==> src/etdcs_pkg.sv <==
/*
 etdcs_pkg: constants and carrier types for the transmit descriptor
 word-0 control/status handler.
 assumes: a 32-bit descriptor word layout, one clock domain.
*/
package etdcs_pkg;
	// descriptor word 0 field positions
	localparam int unsigned LastSegBit = 29;
	localparam int unsigned FirstSegBit = 28;
	localparam int unsigned TsEnBit = 25;
	localparam int unsigned CsumHi = 23;
	localparam int unsigned CsumLo = 22;
	localparam int unsigned EndRingBit = 21;
	localparam int unsigned ChainBit = 20;
	localparam int unsigned TsCapBit = 17;
	localparam int unsigned IpHdrErrBit = 16;
	// descriptor word 1 second buffer size field
	localparam int unsigned Buf2Hi = 28;
	localparam int unsigned Buf2Lo = 16;
	// checksum control encodings
	localparam logic [1:0] CsumOff = 2'h0;
	localparam logic [1:0] CsumIpOnly = 2'h1;
	localparam logic [1:0] CsumNoPseudo = 2'h2;
	localparam logic [1:0] CsumFull = 2'h3;
	// header checks
	localparam logic [3:0] Ipv4MinIhl = 4'h5;
	localparam logic [7:0] Ipv6HdrBytes = 8'h28;
	localparam logic [15:0] EtherTypeV4 = 16'h0800;
	localparam logic [15:0] EtherTypeV6 = 16'h86dd;
	localparam logic [3:0] IpVer4 = 4'h4;
	localparam logic [3:0] IpVer6 = 4'h6;
	// register map (word offsets in bytes)
	localparam logic [3:0] RegStatus = 4'h0;
	localparam logic [3:0] RegClear = 4'h4;
	localparam logic [3:0] RegEnable = 4'h8;
	localparam logic [3:0] RegLastCtl = 4'hc;
	localparam logic [31:0] ResetZero = 32'h0000_0000;
	// interrupt bit positions
	localparam int unsigned IrqTsBit = 0;
	localparam int unsigned IrqHdrErrBit = 1;
	localparam int unsigned IrqWrapBit = 2;

	typedef struct packed {
		logic ipHdrCsum;
		logic payloadCsum;
		logic pseudoHdrCsum;
	} etdcs_csum_t;

	typedef struct packed {
		logic [15:0] etherType;
		logic [3:0] ipVersion;
		logic [3:0] ipv4Ihl;
		logic [7:0] hdrBytes;
	} etdcs_hdr_t;

	typedef struct packed {
		logic valid;
		logic [31:0] ts_lo;
		logic [31:0] ts_hi;
	} etdcs_ts_t;
endpackage

==> src/etdcs_ctrl.sv <==
/*
 etdcs_ctrl: decodes the control bits of transmit descriptor word 0
 (checksum selection, ring wrap, chaining, timestamp request) and builds
 the status bits written back (timestamp captured, ip header error).
 assumes: one descriptor word presented per descValid pulse; header
 facts and timestamps arrive as one-cycle strobes from the transmitter.
*/
`timescale 1ns/1ps
module etdcs_ctrl (
	input wire logic mclk,
	input wire logic rst,
	input wire logic descValid,
	input wire logic [31:0] txDescWord0,
	input wire logic [31:0] txDescWord1,
	input wire logic [31:0] secondAddr,
	input wire logic [31:0] curDescAddr,
	input wire logic [31:0] listBaseAddr,
	input wire logic [31:0] descStride,
	input wire logic hdrValid,
	input wire etdcs_pkg::etdcs_hdr_t hdrInfo,
	input wire etdcs_pkg::etdcs_ts_t tsIn,
	input wire logic [3:0] regAddr,
	input wire logic [31:0] regWdata,
	input wire logic regWr,
	input wire logic regRd,
	output etdcs_pkg::etdcs_csum_t csumSel,
	output logic tsRequest,
	output logic [31:0] nextDescAddr,
	output logic [12:0] secondBufSize,
	output logic wbValid,
	output logic [31:0] txDescWord0Wb,
	output logic [31:0] txDescWord2,
	output logic [31:0] txDescWord3,
	output logic [31:0] regRdata,
	output logic irq
);
	etdcs_pkg::etdcs_csum_t csum_r;
	logic tsReq_r;
	logic [31:0] nextAddr_r;
	logic [12:0] buf2_r;
	logic [1:0] frameCode_r;
	logic frameTs_r;
	logic [31:0] word0_r;
	logic hdrErr_r;
	logic [31:0] wbWord_r;
	logic wbValid_r;
	logic [31:0] ts2_r;
	logic [31:0] ts3_r;
	logic [2:0] irqStat_r;
	logic [2:0] irqEn_r;
	logic [31:0] rdata_r;
	logic irq_r;
	logic [2:0] irqSet;
	logic hdrBad;
	logic firstSeg;
	logic [1:0] codeNow;

	function automatic etdcs_pkg::etdcs_csum_t decodeCsum(
		input logic [1:0] code
	);
		etdcs_pkg::etdcs_csum_t c;
		c = '0;
		unique case (code)
			etdcs_pkg::CsumOff: c = '0;
			etdcs_pkg::CsumIpOnly: c.ipHdrCsum = 1'b1;
			etdcs_pkg::CsumNoPseudo: begin
				c.ipHdrCsum = 1'b1;
				c.payloadCsum = 1'b1;
			end
			etdcs_pkg::CsumFull: begin
				c.ipHdrCsum = 1'b1;
				c.payloadCsum = 1'b1;
				c.pseudoHdrCsum = 1'b1;
			end
		endcase
		return c;
	endfunction

	// the header checks are pure combinational tests on the strobed facts
	function automatic logic checkHdr(input etdcs_pkg::etdcs_hdr_t h);
		logic bad;
		logic [7:0] ihlBytes;
		bad = 1'b0;
		ihlBytes = {2'h0, h.ipv4Ihl, 2'h0};
		if (h.etherType == etdcs_pkg::EtherTypeV4) begin
			if (h.ipVersion != etdcs_pkg::IpVer4)
				bad = 1'b1;
			if (h.ipv4Ihl < etdcs_pkg::Ipv4MinIhl)
				bad = 1'b1;
			if (ihlBytes != h.hdrBytes)
				bad = 1'b1;
		end else if (h.etherType == etdcs_pkg::EtherTypeV6) begin
			if (h.ipVersion != etdcs_pkg::IpVer6)
				bad = 1'b1;
			if (h.hdrBytes != etdcs_pkg::Ipv6HdrBytes)
				bad = 1'b1;
		end
		return bad;
	endfunction

	// end of ring is tested first, so it wins when both flags are set
	function automatic logic [31:0] pickNext(
		input logic [31:0] word0,
		input logic [31:0] base,
		input logic [31:0] chained,
		input logic [31:0] sequential
	);
		if (word0[etdcs_pkg::EndRingBit])
			return base;
		if (word0[etdcs_pkg::ChainBit])
			return chained;
		return sequential;
	endfunction

	// status bits overlay the stored control word; others pass through
	function automatic logic [31:0] buildWb(
		input logic [31:0] word,
		input logic tsCaptured,
		input logic hdrError
	);
		logic [31:0] w;
		w = word;
		w[etdcs_pkg::TsCapBit] = tsCaptured;
		w[etdcs_pkg::IpHdrErrBit] = hdrError;
		return w;
	endfunction

	assign firstSeg = txDescWord0[etdcs_pkg::FirstSegBit];
	assign codeNow = txDescWord0[etdcs_pkg::CsumHi:etdcs_pkg::CsumLo];
	assign hdrBad = hdrValid && checkHdr(hdrInfo);

	// first segment latches per-frame controls; later segments keep them
	always_ff @(posedge mclk) begin
		if (rst)
			frameCode_r <= etdcs_pkg::CsumOff;
		else if (descValid && firstSeg)
			frameCode_r <= codeNow;
	end

	always_ff @(posedge mclk) begin
		if (rst)
			frameTs_r <= 1'b0;
		else if (descValid && firstSeg)
			frameTs_r <= txDescWord0[etdcs_pkg::TsEnBit];
	end

	// reserved bits 24 and 19:18 steer no control; they pass through to the write-back and readback
	always_ff @(posedge mclk) begin
		if (rst)
			csum_r <= '0;
		else if (descValid && firstSeg)
			csum_r <= decodeCsum(codeNow);
		else if (descValid)
			csum_r <= decodeCsum(frameCode_r);
	end

	always_ff @(posedge mclk) begin
		if (rst)
			tsReq_r <= 1'b0;
		else if (descValid && firstSeg)
			tsReq_r <= txDescWord0[etdcs_pkg::TsEnBit];
		else if (descValid)
			tsReq_r <= frameTs_r;
	end

	// the sequential step wraps silently at the top of the address space
	always_ff @(posedge mclk) begin
		if (rst)
			nextAddr_r <= etdcs_pkg::ResetZero;
		else if (descValid)
			nextAddr_r <= pickNext(txDescWord0, listBaseAddr, secondAddr,
				curDescAddr + descStride);
	end

	// chaining makes the second size a don't-care; it reads as zero
	always_ff @(posedge mclk) begin
		if (rst)
			buf2_r <= '0;
		else if (descValid && txDescWord0[etdcs_pkg::ChainBit])
			buf2_r <= 13'h0000;
		else if (descValid)
			buf2_r <= txDescWord1[etdcs_pkg::Buf2Hi:etdcs_pkg::Buf2Lo];
	end

	// kept for the write-back and for software to read back
	always_ff @(posedge mclk) begin
		if (rst)
			word0_r <= etdcs_pkg::ResetZero;
		else if (descValid)
			word0_r <= txDescWord0;
	end

	// sticky header error per frame; a new frame clears it, an event wins
	always_ff @(posedge mclk) begin
		if (rst)
			hdrErr_r <= 1'b0;
		else if (hdrBad)
			hdrErr_r <= 1'b1;
		else if (descValid && firstSeg)
			hdrErr_r <= 1'b0;
	end

	// write-back follows every frame end strobe, stamped or not
	always_ff @(posedge mclk) begin
		if (rst)
			wbValid_r <= 1'b0;
		else
			wbValid_r <= tsIn.valid;
	end

	always_ff @(posedge mclk) begin
		if (rst)
			wbWord_r <= etdcs_pkg::ResetZero;
		else if (tsIn.valid)
			wbWord_r <= buildWb(word0_r, frameTs_r, hdrErr_r | hdrBad);
	end

	// words two and three keep the last stamp when none was asked for
	always_ff @(posedge mclk) begin
		if (rst) begin
			ts2_r <= etdcs_pkg::ResetZero;
			ts3_r <= etdcs_pkg::ResetZero;
		end else if (tsIn.valid && frameTs_r) begin
			ts2_r <= tsIn.ts_lo;
			ts3_r <= tsIn.ts_hi;
		end
	end

	// software reads bit 17 only in last-segment words
	assign irqSet = {
		descValid && txDescWord0[etdcs_pkg::EndRingBit],
		hdrBad,
		tsIn.valid && frameTs_r
	};

	// a set in the same cycle as a clear wins so no event is lost
	always_ff @(posedge mclk) begin
		if (rst)
			irqStat_r <= '0;
		else if (regWr && regAddr == etdcs_pkg::RegClear)
			irqStat_r <= (irqStat_r & ~regWdata[2:0]) | irqSet;
		else
			irqStat_r <= irqStat_r | irqSet;
	end

	always_ff @(posedge mclk) begin
		if (rst)
			irqEn_r <= '0;
		else if (regWr && regAddr == etdcs_pkg::RegEnable)
			irqEn_r <= regWdata[2:0];
	end

	// the level output trails status and enable by one cycle
	always_ff @(posedge mclk) begin
		if (rst)
			irq_r <= 1'b0;
		else
			irq_r <= |(irqStat_r & irqEn_r);
	end

	// read data stand only in the cycle after the strobe, zero otherwise
	always_ff @(posedge mclk) begin
		if (rst || !regRd) begin
			rdata_r <= etdcs_pkg::ResetZero;
		end else begin
			unique case (regAddr)
				etdcs_pkg::RegStatus: rdata_r <= {29'h0, irqStat_r};
				etdcs_pkg::RegEnable: rdata_r <= {29'h0, irqEn_r};
				etdcs_pkg::RegLastCtl: rdata_r <= word0_r;
				default: rdata_r <= etdcs_pkg::ResetZero;
			endcase
		end
	end

	assign csumSel = csum_r;
	assign tsRequest = tsReq_r;
	assign nextDescAddr = nextAddr_r;
	assign secondBufSize = buf2_r;
	assign wbValid = wbValid_r;
	assign txDescWord0Wb = wbWord_r;
	assign txDescWord2 = ts2_r;
	assign txDescWord3 = ts3_r;
	assign regRdata = rdata_r;
	assign irq = irq_r;
endmodule // etdcs_ctrl

==> config.mk <==
export PLATFORM = sky130hd
export DESIGN_NAME = etdcs_ctrl
export DESIGN_NICKNAME = d
export VERILOG_FILES = /design/src/etdcs_pkg.sv /design/src/etdcs_ctrl.sv
export SDC_FILE = /design/constraint.sdc
export NUM_CORES = 1
export LEC_CHECK = 0
export ABC_AREA = 1
export BUFFER_PORTS_ARGS = -buffer_cell sky130_fd_sc_hd__clkbuf_2
export CAP_MARGIN = 40
export CORE_ASPECT_RATIO = 0.9
export CORE_MARGIN = 2
export CORE_UTILIZATION = 25
export CTS_CLUSTER_DIAMETER = 100
export CTS_CLUSTER_SIZE = 20
export DETAILED_ROUTE_END_ITERATION = 16
export GPL_TIMING_DRIVEN = 1
export PLACE_DENSITY_LB_ADDON = 0.25
export SLEW_MARGIN = 20
export SYNTH_ARGS = -nofsm -noshare
export SYNTH_HDL_FRONTEND = slang
export SYNTH_SLANG_ARGS = --single-unit
export TNS_END_PERCENT = 5
==> constraint.sdc <==
create_clock -name mclk -period 4.4 [get_ports mclk]
set_input_delay 0.44 -clock mclk [delete_from_list [all_inputs] [get_ports mclk]]
set_output_delay 0.44 -clock mclk [all_outputs]
set_load 0.005 [all_outputs]
==> flow_summary.yaml <==
placed_design:
  gp_congestion: 0.835
  dp_hpwl_microns: 30000
  dpl_cell_area_sq_um: 13600
  numPortBuffers: 461
worst_setup_path:
  crit_fanout: 30
  worstSetupPathType: "in2reg"
  cp-end-kind: "register"
  required_ns: 4.83
  cp.arrival_ns: 2.94
  crit_path_start_kind: "input pin"
synthesis:
  synth-seq-cells: 221
  synth.cell_area_sq_um: 10800
  yosysMostFrequentCell: "nand2_1"
  synthFlopType: "dfxtp_1"
  synthTopCellsByArea: "dfxtp_1, nand2_1, nor2_1"
  yosysTopAreaCellShare: 0.411
  ys_types: 36
  synth_top_cell_by_area: "dfxtp_1"
  syn_nets: 1966
  synth-edff-count: 0
  synthTopCellsByCount: "nand2_1, nor2_1, dfxtp_1, inv_1, o21ai_0"
  ys_warn_count: 0
  seq_area_frac_synth: 0.411
  syn-instance-count: 1603
  async_flop_share: 0
  syn_area_per_cell_sq_um: 6.71
cts:
  cts.sinks: 221
  cts-resized-gates: 0
  cts_root_buffer: "clkbuf_16"
  clkSlewWorstSetupHoldPaths_ns: 0.08
  cts_setup_buffers: 0
  clockBufferDepth: 3
  cts-htree-levels: 1
  cts_buffers: 15
  cts-hold-fix-buffers: 0
  cts_tree: "yes"
  insertion_delay_ns: 0.50
timing:
  fin_crit_sh: 0.569
  setup_tns_ns: 0
  finalSetupViolCount: 0
  period_minus_slack_ns: 2.51
  relSlewSlack: 0.457
  worst_hold_slack_ns: 0.165
  hold_viol: 0
  rsz0062_at_grt: "false"
  tightest_slew_ns: 0.815
  finClkSkew_ns: 0.0119
  final-max-slew-violation-count: 0
  max_freq_mhz: 399
detailed_routing:
  vias: 11400
  remaining_drc_errors: 0
  drt_iter0_drc: 586
  routed_wl_microns: 38800
  vias_per_cell: 4.42
  drt_pass1_iterations: 5
  antenna_left: 0
  wl_per_cell_microns: 15.1
global_route:
  grt_pass1_vias: 10800
  grtUsageTotal: 0.168
  globalRouteOverflowTotal: 0
  antenna_found_initial: 2
  grt_max_degree: 96
  grt_pass1_wl_microns: 60000
layout:
  antenna_cells: 0
  drive_above_1_share: 0.271
  areaGrowthSynthToFinish_pct: 30.2
  nNetsFinal: 2380
  nFillCells: 4768
  fin_area_sq_um: 14000
floorplan:
  start_util: 0.252
  rows: 72
  die_h_microns: 201
  core_area_sq_um: 42700
  die_x_microns: 223
  io_pins: 510
  die_area_sq_um: 44700
pwr:
  seqPwrFrac: 0.488
  p_per_area_nw_per_um2: 312
  power.share.combinational: 0.199
  ir_drop_mv: 0.159
  swShare: 0.297
  p_int_mw: 3.08
  power_switching_mw: 1.30
  p_leak_nw: 7.15
  power_mw: 4.38
  power_frac_clock: 0.313
status:
  status: "complete, no violations"
min_path:
  hp-class: "in2reg"
job:
  cap_viol_max_count: 0
[flip-flops by register name (all words and copies together) (netlist names)]
name           count
nextDescAddr      32
tsRequest          1
txDescWord0Wb     32
secondBufSize     13
regRdata          32
hdrErr_r           1
irqEn_r            3
txDescWord2       32
irqStat_r          3
word0_r           32
frameCode_r        2
txDescWord3       32
irq                1
wbValid            1
frameTs_r          1
csumSel            3
[cell usage in the layout (no fill, tap or decap), types with 2 or more instances in the layout]
cell / synthesis / final
nand2_2: 22 / 23
inv_2: 6 / 6
buf_4: 0 / 7
nand3_1: 73 / 73
a21oi_1: 113 / 113
inv_1: 201 / 200
a21oi_2: 9 / 9
xor2_1: 6 / 6
clkbuf_16: 0 / 15
o21bai_1: 2 / 2
clkbuf_2: 0 / 461
nand4_1: 4 / 4
nor3_1: 33 / 33
o211ai_1: 11 / 11
ha_1: 31 / 31
nand3b_2: 3 / 3
and2_1: 3 / 3
nor2_1: 251 / 251
nor4_1: 5 / 5
dfxtp_1: 221 / 221
nand2_1: 351 / 350
nor3_2: 2 / 2
a31oi_1: 8 / 8
buf_12: 0 / 2
o21ai_1: 6 / 6
o21ai_0: 140 / 140
nand3_2: 4 / 4
xnor2_1: 9 / 9
nor2_2: 7 / 7
[logic make-up (layout without fill, tap and decap cells)]
family	count (synthesis)	count (layout)	share of synthesized area
and+or+nand+nor	763	763	0.296
AOI/OAI and AO/OA	291	291	0.143
buffers and inverters	281	697	0.0996
DFF	221	221	0.411
adders and majority gates	32	32	0.0379
xor gates and xnor gates	15	15	0.0122
[power by group through the flow]
stage | sequential, mW | combinational, mW | clock, mW
2_1_floorplan | 2.18 | 0.496 | 0
3_3_place_gp | 2.18 | 0.867 | 0
3_5_place_dp | 2.18 | 0.875 | 0
4_1_cts | 2.13 | 0.880 | 1.44
5_1_grt | 2.15 | 0.988 | 1.51
6_report | 2.13 | 0.872 | 1.37
[final timing paths]
path / slack [ns] / endpoint / from / cells past startpoint
worst min-delay path: 0.16 / word0_r[16] / txDescWord0[16] / 3
worst max register to register: 2.96 / txDescWord2[13] / frameTs_r / 4
worst min register to register: 0.45 / regRdata[16] / word0_r[16] / 2
worst max-delay path: 1.89 / nextDescAddr[0] / descValid / 7
[worst max-delay path, stage by stage]
cell and delay, ns:
clkbuf_2 0.59, clkinv_2 0.69, nor2_4 0.43, inv_2 0.30
nor2_1 0.16, o21ai_0 0.14, a31oi_1 0.16
[metal layers]
layer  GRT usage  vias to the layer above  wire length (microns)
met5           0                        -                     27
met4      0.0350                        4                    703
met3      0.0272                       41                   2160
met2       0.298                      350                  18700
met1       0.215                     5122                  17200
li1            -                     5866                      -
[metrics by stage]
step           setup slack [ns]  cells   util
4_1_cts                    1.82   2574  0.328
3_5_place_dp               1.28   2555  0.318
2_1_floorplan              2.41   1603      -
6_report                   1.89   2574  0.328
5_1_grt                    1.59   2574  0.328
3_3_place_gp               1.30   2553  0.317
[layout make-up]
type / instances / area, sq um / area share
Multi-Input combinational cell: 1101 / 5260 / 0.376
Clock buffer: 16 / 389 / 0.0278
Tap cell: 555 / 694 / 0.0496
Timing Repair Buffer: 471 / 2430 / 0.173
Clock inverter: 3 / 32.5 / 0.00232
Inverter: 207 / 778 / 0.0556
Sequential cell: 221 / 4420 / 0.316
Note: power is estimated with default switching activity, not from simulation.
